**src/core/saux_consts.vh**
```
// Constants for the sink auxiliary channel and configuration access block
`ifndef SAUX_CONSTS_VH
`define SAUX_CONSTS_VH
`define SAUX_CLK_HZ 10000000
`define SAUX_BIT_RATE_HZ 1000000
`define SAUX_CFG_BASE 12'h100
`define SAUX_CFG_TOP 12'h11F
`define SAUX_CFG_MST 12'h111
`define SAUX_STAT_BIT 12'h200
`define SAUX_STAT_FIELD 12'h202
`define SAUX_MST_EN_BIT 0
`define SAUX_UP_REQ_BIT 1
`define SAUX_UPSTREAM_BIT 2
`define SAUX_CFG_RESET 8'h00
`define SAUX_FIFO_WIDTH 8
`define SAUX_FIFO_DEPTH 16
`define SAUX_FIFO_AW 4
`endif

```
**src/core/saux_fifo.v**
```verilog
// Synchronous FIFO with valid/ready on both sides
`timescale 1ns/1ps
`default_nettype none
module saux_fifo #(
  parameter WIDTH = 8,
  parameter DEPTH = 16,
  parameter AW = 4
) (
  input wire i_clk, // Clock
  input wire i_reset, // Synchronous reset, active high
  input wire i_wr_valid, // Write side has a word
  output wire o_wr_ready, // FIFO can take a word
  input wire [WIDTH-1:0] i_wr_data, // Word to store
  output wire o_rd_valid, // FIFO holds a word
  input wire i_rd_ready, // Drain side takes the word
  output wire [WIDTH-1:0] o_rd_data // Oldest word
);
  reg [WIDTH-1:0] mem [0:DEPTH-1];
  reg [AW-1:0] wr_ptr;
  reg [AW-1:0] rd_ptr;
  reg [AW:0] count;
  wire do_wr;
  wire do_rd;

  assign o_wr_ready = (count != DEPTH[AW:0]);
  assign o_rd_valid = (count != {(AW+1){1'b0}});
  assign o_rd_data = mem[rd_ptr];
  assign do_wr = i_wr_valid && o_wr_ready;
  assign do_rd = i_rd_ready && o_rd_valid;

  always @(posedge i_clk)
  begin
    if (do_wr)
    begin
      mem[wr_ptr] <= i_wr_data;
    end
  end

  always @(posedge i_clk)
  begin
    if (i_reset)
    begin
      wr_ptr <= {AW{1'b0}};
      rd_ptr <= {AW{1'b0}};
      count <= {(AW+1){1'b0}};
    end
    else
    begin
      if (do_wr)
      begin
        wr_ptr <= (wr_ptr == DEPTH[AW-1:0] - 1'b1) ? {AW{1'b0}}
                  : wr_ptr + 1'b1;
      end
      if (do_rd)
      begin
        rd_ptr <= (rd_ptr == DEPTH[AW-1:0] - 1'b1) ? {AW{1'b0}}
                  : rd_ptr + 1'b1;
      end
      if (do_wr && !do_rd)
      begin
        count <= count + 1'b1;
      end
      else if (do_rd && !do_wr)
      begin
        count <= count - 1'b1;
      end
    end
  end
endmodule
`default_nettype wire

```
**src/core/saux_top.v**
```verilog
// Sink auxiliary channel coder and configuration data access
// Notes on behaviour
// Aux traffic both ways is Manchester-II coded at one megabit per second.
// Aux timing comes from the bus clock, an integer multiple of 1 MHz.
// Configuration values pass synchronizing stages before core-side use.
// Configuration registers are read and written on the bus clock.
// Single-bit status read mid-change returns old or new value.
// Lock freezes multi-bit status while its read is in progress.
// Multi-bit configuration writes flip a toggle; core refreshes copies.
// I2C over aux is driven by an outside controller, pass-through only.
// Address 0x111 bits 0,1,2: multistream, up-request, upstream-source.
// Bus reset holds aux and configuration logic in reset.
// Count clock/1MHz cycles per cell; opposite level each half cell.
`timescale 1ns/1ps
`default_nettype none
`include "saux_consts.vh"
module saux_top #(
  parameter CLK_HZ = `SAUX_CLK_HZ,
  parameter FIFO_DEPTH = `SAUX_FIFO_DEPTH,
  parameter FIFO_AW = `SAUX_FIFO_AW
) (
  input wire i_clk, // Bus clock, also aux bit timing
  input wire i_reset, // Synchronous reset, active high
  input wire i_cfg_wr, // Configuration write strobe
  input wire i_cfg_rd, // Configuration read strobe
  input wire [11:0] i_cfg_addr, // Configuration address
  input wire [7:0] i_cfg_wdata, // Configuration write data
  output reg [7:0] o_cfg_rdata, // Configuration read data
  output reg o_cfg_rvalid, // Read data valid pulse
  input wire i_stat_bit, // Single-bit status from the core
  input wire [7:0] i_stat_field, // Multi-bit status from the core
  output reg o_stat_lock, // Status field frozen for a read
  output reg o_cfg_toggle, // Flips on each configuration write to 0x100-0x11F
  output reg o_mst_en, // Multistream enable, core copy
  output reg o_up_req_en, // Up-request enable, core copy
  output reg o_upstream_source_indication, // Upstream is source, core copy
  input wire i_tx_valid, // Reply byte offered
  output wire o_tx_ready, // Reply FIFO has room
  input wire [7:0] i_tx_data, // Reply byte
  output wire o_tx_busy, // Coder is sending
  input wire i_aux_data_in, // Aux line level received
  output reg o_aux_data_out, // Aux line level driven
  output reg o_aux_data_enable_n, // Aux driver enable, low drives
  output reg o_rx_valid, // Received byte pulse
  output reg [7:0] o_rx_data // Received byte
);
  // cell length from the bus clock
  localparam integer CELL = CLK_HZ / `SAUX_BIT_RATE_HZ;
  localparam integer HALF = CELL / 2;
  localparam integer MID_MIN = (CELL * 3) / 4;
  localparam integer GAP = CELL * 2;
  localparam [15:0] CELL_LAST = CELL[15:0] - 16'h0001;
  localparam [15:0] HALF_CNT = HALF[15:0];
  localparam [15:0] MID_CNT = MID_MIN[15:0];
  localparam [15:0] GAP_CNT = GAP[15:0];
  localparam ST_IDLE = 1'b0;
  localparam ST_SEND = 1'b1;
  // Configuration space, bus clock domain
  reg [7:0] cfg_mem [0:31];
  reg [7:0] mst_reg, stat_snap, next_rdata;
  reg rd_pend;
  reg [11:0] rd_addr;
  reg cfg_tgl_s1, cfg_tgl_s2, cfg_tgl_s3;
  reg [2:0] mst_s1, mst_s2;
  wire cfg_hit_wr;
  wire [4:0] wr_idx, rd_idx;
  integer k;
  assign wr_idx = i_cfg_addr[4:0];
  assign rd_idx = rd_addr[4:0];
  assign cfg_hit_wr = i_cfg_wr && (i_cfg_addr >= `SAUX_CFG_BASE)
                      && (i_cfg_addr <= `SAUX_CFG_TOP);
  // bus-clock register writes
  always @(posedge i_clk)
  begin
    if (i_reset)
    begin
      for (k = 0; k < 32; k = k + 1)
      begin
        cfg_mem[k] <= `SAUX_CFG_RESET;
      end
      mst_reg <= `SAUX_CFG_RESET;
      o_cfg_toggle <= 1'b0;
    end
    else if (cfg_hit_wr)
    begin
      cfg_mem[wr_idx] <= i_cfg_wdata;
      if (i_cfg_addr == `SAUX_CFG_MST)
      begin
        mst_reg <= i_cfg_wdata;
      end
      // toggle marks new configuration
      o_cfg_toggle <= ~o_cfg_toggle;
    end
  end
  // status snapshot frozen while locked
  always @(posedge i_clk)
  begin
    if (i_reset)
    begin
      stat_snap <= 8'h00;
    end
    else if (!o_stat_lock)
    begin
      stat_snap <= i_stat_field;
    end
  end
  always @*
  begin
    next_rdata = 8'h00;
    if (rd_addr == `SAUX_STAT_FIELD)
    begin
      next_rdata = stat_snap;
    end
    else if (rd_addr == `SAUX_STAT_BIT)
    begin
      // either old or new level
      next_rdata = {7'h00, i_stat_bit};
    end
    else if ((rd_addr >= `SAUX_CFG_BASE) && (rd_addr <= `SAUX_CFG_TOP))
    begin
      next_rdata = cfg_mem[rd_idx];
    end
  end
  // Reads take two edges so the lock can close first
  always @(posedge i_clk)
  begin
    if (i_reset)
    begin
      rd_pend <= 1'b0;
      rd_addr <= 12'h000;
      o_stat_lock <= 1'b0;
      o_cfg_rdata <= 8'h00;
      o_cfg_rvalid <= 1'b0;
    end
    else
    begin
      o_cfg_rvalid <= 1'b0;
      if (rd_pend)
      begin
        rd_pend <= 1'b0;
        o_cfg_rdata <= next_rdata;
        o_cfg_rvalid <= 1'b1;
        // lock released once data taken
        o_stat_lock <= 1'b0;
      end
      else if (i_cfg_rd)
      begin
        rd_pend <= 1'b1;
        rd_addr <= i_cfg_addr;
        // lock closes at read start
        o_stat_lock <= (i_cfg_addr == `SAUX_STAT_FIELD);
      end
    end
  end
  // Core-side copies; the value reaches mst_s2 on the same edge the toggle reaches cfg_tgl_s2
  always @(posedge i_clk)
  begin
    if (i_reset)
    begin
      cfg_tgl_s1 <= 1'b0;
      cfg_tgl_s2 <= 1'b0;
      cfg_tgl_s3 <= 1'b0;
      mst_s1 <= 3'h0;
      mst_s2 <= 3'h0;
      o_mst_en <= 1'b0;
      o_up_req_en <= 1'b0;
      o_upstream_source_indication <= 1'b0;
    end
    else
    begin
      // two stages before core use
      cfg_tgl_s1 <= o_cfg_toggle;
      cfg_tgl_s2 <= cfg_tgl_s1;
      cfg_tgl_s3 <= cfg_tgl_s2;
      mst_s1 <= mst_reg[2:0];
      mst_s2 <= mst_s1;
      // refresh copies on toggle
      if (cfg_tgl_s2 != cfg_tgl_s3)
      begin
        // decode of address 0x111
        o_mst_en <= mst_s2[`SAUX_MST_EN_BIT];
        o_up_req_en <= mst_s2[`SAUX_UP_REQ_BIT];
        o_upstream_source_indication <= mst_s2[`SAUX_UPSTREAM_BIT];
      end
    end
  end
  // Reply FIFO in front of the coder
  wire fifo_valid, fifo_pop, cell_end;
  wire [7:0] fifo_data;
  reg tx_state;
  reg [15:0] tx_cnt;
  reg [2:0] tx_bit;
  reg [7:0] tx_shift;
  assign cell_end = (tx_cnt == CELL_LAST);
  assign fifo_pop = fifo_valid
                    && ((tx_state == ST_IDLE)
                    || (cell_end && (tx_bit == 3'd7)));
  assign o_tx_busy = (tx_state == ST_SEND);
  saux_fifo #(
    .WIDTH(`SAUX_FIFO_WIDTH),
    .DEPTH(FIFO_DEPTH),
    .AW(FIFO_AW)
  ) u_fifo (
    .i_clk(i_clk),
    .i_reset(i_reset),
    .i_wr_valid(i_tx_valid),
    .o_wr_ready(o_tx_ready),
    .i_wr_data(i_tx_data),
    .o_rd_valid(fifo_valid),
    .i_rd_ready(fifo_pop),
    .o_rd_data(fifo_data)
  );
  // Coder: a one is high then low, a zero low then high
  always @(posedge i_clk)
  begin
    if (i_reset)
    begin
      tx_state <= ST_IDLE;
      tx_cnt <= 16'h0000;
      tx_bit <= 3'd0;
      tx_shift <= 8'h00;
      o_aux_data_out <= 1'b0;
      o_aux_data_enable_n <= 1'b1;
    end
    else
    begin
      case (tx_state)
        ST_IDLE:
        begin
          if (fifo_valid)
          begin
            tx_state <= ST_SEND;
            tx_shift <= fifo_data;
            tx_bit <= 3'd0;
            o_aux_data_enable_n <= 1'b0;
            // first half carries the bit
            o_aux_data_out <= fifo_data[7];
          end
        end
        ST_SEND:
        begin
          // cell counter from bus clock
          if (cell_end)
          begin
            tx_cnt <= 16'h0000;
            if (tx_bit == 3'd7)
            begin
              tx_bit <= 3'd0;
              if (fifo_valid)
              begin
                tx_shift <= fifo_data;
                o_aux_data_out <= fifo_data[7];
              end
              else
              begin
                tx_state <= ST_IDLE;
                o_aux_data_enable_n <= 1'b1;
                o_aux_data_out <= 1'b0;
              end
            end
            else
            begin
              tx_bit <= tx_bit + 3'd1;
              tx_shift <= {tx_shift[6:0], 1'b0};
              o_aux_data_out <= tx_shift[6];
            end
          end
          else
          begin
            tx_cnt <= tx_cnt + 16'h0001;
            // opposite level in second half
            if (tx_cnt == HALF_CNT - 16'h0001)
            begin
              o_aux_data_out <= ~tx_shift[7];
            end
          end
        end
        default:
        begin
          tx_state <= ST_IDLE;
        end
      endcase
    end
  end
  // Decoder: only mid-cell edges carry data, boundary edges are skipped
  reg rx_prev;
  reg [15:0] rx_cnt;
  reg [2:0] rx_bits;
  reg [7:0] rx_shift;
  wire rx_edge, rx_mid;
  assign rx_edge = (i_aux_data_in != rx_prev);
  assign rx_mid = rx_edge && (rx_cnt >= MID_CNT);
  always @(posedge i_clk)
  begin
    if (i_reset)
    begin
      rx_prev <= 1'b0;
      rx_cnt <= GAP_CNT;
      rx_bits <= 3'd0;
      rx_shift <= 8'h00;
      o_rx_valid <= 1'b0;
      o_rx_data <= 8'h00;
    end
    else
    begin
      o_rx_valid <= 1'b0;
      rx_prev <= i_aux_data_in;
      // Our own reply is not decoded back
      if (!o_aux_data_enable_n)
      begin
        rx_cnt <= GAP_CNT;
        rx_bits <= 3'd0;
      end
      else if (rx_mid)
      begin
        // falling mid-cell edge is a one
        rx_cnt <= 16'h0000;
        rx_shift <= {rx_shift[6:0], ~i_aux_data_in};
        rx_bits <= rx_bits + 3'd1;
        if (rx_bits == 3'd7)
        begin
          o_rx_valid <= 1'b1;
          o_rx_data <= {rx_shift[6:0], ~i_aux_data_in};
        end
      end
      else if (rx_cnt < GAP_CNT)
      begin
        rx_cnt <= rx_cnt + 16'h0001;
      end
      else
      begin
        // Line idle too long: drop a partial byte
        rx_bits <= 3'd0;
      end
    end
  end
endmodule
`default_nettype wire

```
**config.mk**
```make
export PLATFORM = sky130hd
export DESIGN_NAME = saux_top
export DESIGN_NICKNAME = d
export VERILOG_FILES = /design/src/core/saux_fifo.v /design/src/core/saux_top.v
export VERILOG_INCLUDE_DIRS = /design/src /design/src/core
export SDC_FILE = /design/constraint.sdc
export NUM_CORES = 1
export LEC_CHECK = 0
export ABC_AREA = 1
export BUFFER_PORTS_ARGS = -buffer_cell sky130_fd_sc_hd__clkbuf_2
export CORE_MARGIN = 2
export CORE_UTILIZATION = 45
export CTS_CLUSTER_SIZE = 20
export DETAILED_ROUTE_END_ITERATION = 8
export PLACE_DENSITY = 0.63
export SKIP_LAST_GASP = 1
export SYNTH_ARGS = -nofsm -noshare
export SYNTH_HDL_FRONTEND = slang
export SYNTH_SLANG_ARGS = --single-unit
```
**constraint.sdc**
```tcl
create_clock -name i_clk -period 8.29 [get_ports i_clk]
set_input_delay 0 -clock i_clk [delete_from_list [all_inputs] [get_ports i_clk]]
set_output_delay 0 -clock i_clk [all_outputs]
set_load 0.02 [all_outputs]
```
; Yosys cells after proc, flatten, opt, wreduce, memory -nomap -nowiden
; Memory sizes are Yosys's and may differ from the RTL's. A register that Yosys moved wholly into a read port is not among the register bits.
; Cells that the tools add are included.
[totals]
elab_cells = 154
mem_bits_rw = 384
n_memories = 2
reg_bits = 126
inputBits = 43
[memory_table]
columns = memory, words, word_bits, read_ports, rd_clocked_by_memory_dff, write_ports, line_no
row1 = cfg_mem, 32, 8, 1, 1, 32, saux_top.v:59  ; reg [7:0] cfg_mem [0:31];
row2 = u_fifo.mem, 16, 8, 1, 1, 1, saux_fifo.v:18  ; reg [WIDTH-1:0] mem [0:DEPTH-1];
[op_classes]
n_lt_le_gt_ge = 6
add_sub_neg = 8
n_reduce_logical = 28
n_mux = 52
n_eq_ne = 19
bitwise_logic = 7
[op_table]
columns = cell, count
row1 = $mux W8, 7
row2 = $eq A12 B10 Y1 const B, 3
row3 = $mux W5, 7
row4 = $add A16 B1 Y16 const B, 2
row5 = $ge A12 B9 Y1 const B, 2
row6 = $le A12 B9 Y1 const B, 2
row7 = $mux W1, 23
row8 = $eq A16 B3 Y1 const B, 1
row9 = $eq A16 B4 Y1 const B, 1
row10 = $ge A16 B3 Y1 const B, 1
row11 = $lt A16 B5 Y1 const B, 1
row12 = $mux W16, 1
row13 = $mux W4, 4
row14 = $pmux W8 S2, 1
row15 = $mux W3, 5
row16 = $eq A12 B9 Y1 const B, 1
row17 = $logic_and A1 B1 Y1, 10
row18 = $reduce_and A2 Y1, 5
row19 = $add A4 B1 Y4 const B, 2
row20 = $eq A4 B4 Y1 const B, 2
row21 = $ne A2 B2 Y1 const B, 4
row22 = $reduce_or A8 Y1, 1
row23 = $not A1 Y1, 7
row24 = $add A3 B1 Y3 const B, 2
row25 = other kinds (17), 25

; Depth between registers and ports, before layout
[logic_depth]
ltp_word = 8
depth_mapped = 16
ltp_nobuf = 16

; By module
; Synthesis repeated with hierarchy kept, for this count alone.
[hier_totals]
hier_cells = 2468
hier_area_um2 = 22760.6
[modules_own_cells]
columns = module, area_each_um2, cells_per_inst, seq_area_each_um2, n_inst
row1 = saux_top, 16434.5, 1847, 10049.6, 1
row2 = saux_fifo, 6326.1, 621, 4184.0, 1

; Worst setup path after synthesis
; OpenSTA, ideal clock, no wires.
[synth_timing]
path_type = register -> register
startpoint = register tx_state, in the netlist o_tx_busy
endpoint = register u_fifo.count[4]
n_path_buf = 1
t_required_ps = 8220
synth_period_minus_slack_ps = 2658
setup_ps = 70
stages_incl_launch_ff = 14
arrival_ps = 2587
path_slack_ps = 5632
cell_sequence = dfxtp_1 > buf_2 > inv_2 > nor2_2 > inv_2 > nand3_1 > ha_1 > inv_1 > fa_1 > a21o_1 > a21oi_1 > xor2_1 > nand2_1 > a21oi_1
[synth_between]
elab_chain_cells = 7
elab_cells_between_ends = 9
[synth_lines]
columns = item, line_no
row1 = from (decl), saux_top.v:190  ; reg tx_state;
row2 = from (signal assigned), saux_top.v:218  ; tx_state <= ST_IDLE;
row3 = from (signal assigned), saux_top.v:232  ; tx_state <= ST_SEND;
row4 = from (signal assigned), saux_top.v:256  ; tx_state <= ST_IDLE;
row5 = $not A1 Y1 *, --
row6 = $logic_or A1 B1 Y1 *, saux_top.v:197  ; || (cell_end && (tx_bit == 3'd7)));
row7 = $logic_and A1 B1 Y1 *, saux_top.v:196  ; && ((tx_state == ST_IDLE)
row8 = $logic_and A1 B1 Y1 *, saux_fifo.v:29  ; assign do_rd = i_rd_ready && o_rd_valid;
row9 = $logic_not A1 Y1, saux_fifo.v:59  ; if (do_wr && !do_rd)
row10 = $logic_and A1 B1 Y1, saux_fifo.v:59
row11 = $mux W5 or $reduce_bool A2 Y1 (tied branches), --
row12 = to (signal assigned), saux_fifo.v:45  ; count <= {(AW+1){1'b0}};
row13 = to (signal assigned), saux_fifo.v:61  ; count <= count + 1'b1;
row14 = to (signal assigned), saux_fifo.v:65  ; count <= count - 1'b1;
row15 = to (decl), saux_fifo.v:21  ; reg [AW:0] count;
; Mark *: on every way between the ends. The rest lies on a longest branch, timed or not.
; A chain may end at the register's enable or synchronous reset.

; Final worst setup path
[layout_timing]
startpoint = register tx_state, in the netlist o_tx_busy
endpoint = register u_fifo.count[3]
; Same word-level chain as after synthesis.

==> results.md <==
- Status: complete, no violations
- Clk slew on worst S/H paths: 0.06 ns
- Final Hold Viols: 0
- Placed cells: 3040
- Register Area: 14200 µm²
- Max Clock Freq: 265 MHz
- Row cnt: 82
- Vias in the first global route: 16200
- Setup bufs post-CTS: 0
- Detailed placement HPWL: 34.2 mm
- Leakage power: 10.0 nW
- Setup ws final: 4.52 ns
- Largest Register: cfg_mem
- Clock sinks: 519
- DP Worst Slack: 4.63 ns
- Total grt overflow: 0
- Util after Layout: 51.1%
- Gate power share: 14.7%
- Final TNS setup: 0 ns
- Final cell count without fillers: 3180
- Via count: 17000
- Fillers: 4568
- Largest net degree at the start of global routing: 95
- Max incr delay on CP: 1.04 ns
- Top delay family on crit path: flip-flops
- Critical Path Source: o_tx_busy
- First-pass DRT Iterations: 5
- Pins over their slew limit: 0
- Placed Area: 23400 µm²
- Hold path start: i_cfg_wdata[7]
- Port Buf Inserts: 69
- Ys Warns: 0
- RD Place Congestion: 0.872
- Mapped Avg Cell Area: 9.36 µm²
- Power per cell area: 245 nW/µm²
- Final Cycle Share: 45.5%
- Clock Latency Late Sink: 0.62 ns
- # diodes: 0
- Post-synthesis sequential area ratio: 63.0%
- Slew HR: 19.4%
- Type of element launching the critical path: flop
- Max clock buf depth: 3
- Routed Wire Length: 56.0 mm
- Boundary pin count: 70
- Buf/Inv on CP: 4
- Final nets: 2527
- Worst-Margin Slew: 1.21 ns
- Crit-path cells: inv_2 > nor2_2 > inv_2 > nand3_1 > ha_1 > inv_1 > ha_1 > nand2_1 > nor2_1 > a211oi_1 > xnor2_1 > o21ai_0 > inv_1
- Final antenna-violating net count: 0
- Biggest regs: cfg_mem: 256 flops, u_fifo.mem: 128 flops
- Core area: 49900 µm²
- Sw Share: 27.8%
- TritonCTS buffer count: 53
- Crit path arrival time: 4.28 ns
- DIE WIDTH: 228 µm
- Min-Delay Path Class: in2reg
- Sw Pwr: 1.73 mW
- FF-to-FF Start: o_tx_busy
- Post-Syn Area: 22600 µm²
- Part of the power in the clock network: 37.1%
- Maximum Capacitance Violations: 0
- Initial Util: 45.3%
- CP Max Fanout: 29
- CTS Hold Bufs: 42
- Fin Clk Skew: 0.0281 ns
- Area of the multi-input gates: 7360 µm²
- CP endpoint kind: flop
- 1st-iter DRT viols: 1606
- Crit-path slowest cell: dfxtp_1
- TritonCTS clock tree: yes
- H-tree levels: 2
- Critical Path RT: 8.80 ns
- Root buffer cell: clkbuf_16
- Initial antenna violation count: 0
- Setup Viol. Count Final: 0
- # resized after CTS: 0
- Int Power: 4.51 mW
- Via/cell ratio: 5.34
- Syn Inst Count: 2415
- DIE HEIGHT: 228 µm
- DRC: 0
- Worst vdd ir: 0.000269 V
- First-pass GRT wire length: 88.8 mm
- Drt wl/cell: 17.6 µm
- Share of cells above drive strength 1: 8.81%
- Max FFs per register: 256
- GRT Util Overall: 21.4%
- Final Cell Area: 25500 µm²
- Netlist cell types: 41
- DIE AREA: 52000 µm²
- Synthesized Nets: 2477
- Flop pwr share: 48.2%
- Synthesized flop and latch total: 519
- Setup Crit Path Kind: reg2reg
- Final min period: 3.77 ns
- RSZ-0062 raised after global routing: false
- P&R area growth vs syn: 12.7%
Yosys cell counts (all sizes together):
library cell | n | area share, %
nor3 | 18 | 0.57
nor4 | 9 | 0.37
o21bai | 2 | 0.066
nand4 | 15 | 0.42
nor2 | 376 | 6.3
xnor2 | 3 | 0.12
and3 | 2 | 0.055
nand3b | 2 | 0.066
a22oi | 6 | 0.20
inv | 131 | 2.2
o211ai | 12 | 0.40
xor2 | 5 | 0.19
a21oi | 68 | 1.5
fa | 1 | 0.089
a31o | 1 | 0.039
nand3 | 348 | 7.7
ha | 18 | 1.0
clkbuf | 84 | 1.4
buf | 43 | 0.85
a31oi | 2 | 0.055
o2111ai | 1 | 0.039
edfxtp | 384 | 51
nand2 | 658 | 11
o211a | 1 | 0.044
o22ai | 3 | 0.083
or2 | 3 | 0.083
o21ai | 78 | 1.7
a21boi | 1 | 0.033
a211oi | 3 | 0.10
dfxtp | 135 | 12
clkinv | 1 | 0.017
a21o | 1 | 0.033
path summary, 6_finish.rpt:
| kind | end | slack, ns | cells after the start |
|---|---|---|---|
| max reg2reg | u_fifo.count[3] | 4.52 | 13 |
| min reg2reg | mst_s2[2] | 0.40 | 2 |
| min | cfg_mem[8][7] | 0.06 | 4 |
| max | u_fifo.count[3] | 4.52 | 13 |
per-layer routing:
layer	track usage [%]	wire [µm]
met5	0	0
met4	7.09	1490
met3	3.34	3750
met2	34.5	26200
met1	29.7	24600
layout by cell type (no fill, tap or decap), drive strengths merged, types with 2 or more instances in the layout:
| cell type | synthesis | layout |
|---|---|---|
| nand2 | 658 | 658 |
| edfxtp | 384 | 384 |
| nor2 | 376 | 376 |
| nand3 | 348 | 348 |
| clkbuf | 84 | 140 |
| dfxtp | 135 | 135 |
| inv | 131 | 130 |
| o21ai | 78 | 78 |
| a21oi | 68 | 68 |
| dlygate4sd3 | 0 | 42 |
| clkinv | 1 | 24 |
| ha | 18 | 18 |
| nor3 | 18 | 18 |
| nand4 | 15 | 15 |
| o211ai | 12 | 12 |
| buf | 43 | 11 |
| nor4 | 9 | 9 |
| a22oi | 6 | 6 |
| xor2 | 5 | 5 |
| xnor2 | 3 | 3 |
| a211oi | 3 | 3 |
| o22ai | 3 | 3 |
| clkinvlp | 0 | 3 |
| or2 | 3 | 3 |
| o21bai | 2 | 2 |
| nand3b | 2 | 2 |
| and3 | 2 | 2 |
| a31oi | 2 | 2 |
| bufinv | 0 | 2 |
cell type report:
cell class	count	share of cell area (%)
clock buffers	71	5.79
clock inverters	27	0.820
inverters	132	1.95
multi-input cells	1637	28.9
flip-flops and latches	519	55.9
well taps	672	3.30
repair buffers	122	3.33
metrics by stage:
stage / power [mW] / hold WS, ns
after CTS: 6.28 / 0.0374
after global routing: 6.51 / 0.0556
final: 6.24 / 0.0560
after floorplan: 3.68 / 0.0989
after detailed placement: 3.96 / 0.259
after global placement: 3.95 / 0.245
power groups by stage:
stage | Sequential [mW] | Combinational, mW | Clock, mW
floorplan | 3.03 | 0.646 | 0
global placement | 3.06 | 0.889 | 0
detailed placement | 3.06 | 0.899 | 0
CTS | 3.01 | 0.919 | 2.35
finish | 3.01 | 0.918 | 2.32
global route | 3.02 | 1.03 | 2.46
cells by family after synthesis:
group / synth area share (%)
AND/OR/NAND/NOR: 26.8
AO/OA/AOI/OAI: 4.32
buffers and inverters: 4.44
flip-flops: 63.0
XOR/XNOR: 0.310
adder cells (fa/ha/maj): 1.09
worst min-delay path: stages:
cell      delay, ns
clkbuf_2       0.08
inv_1          0.03
buf_4          0.28
nor2_1         0.15
(Power assumes the default switching activity.)
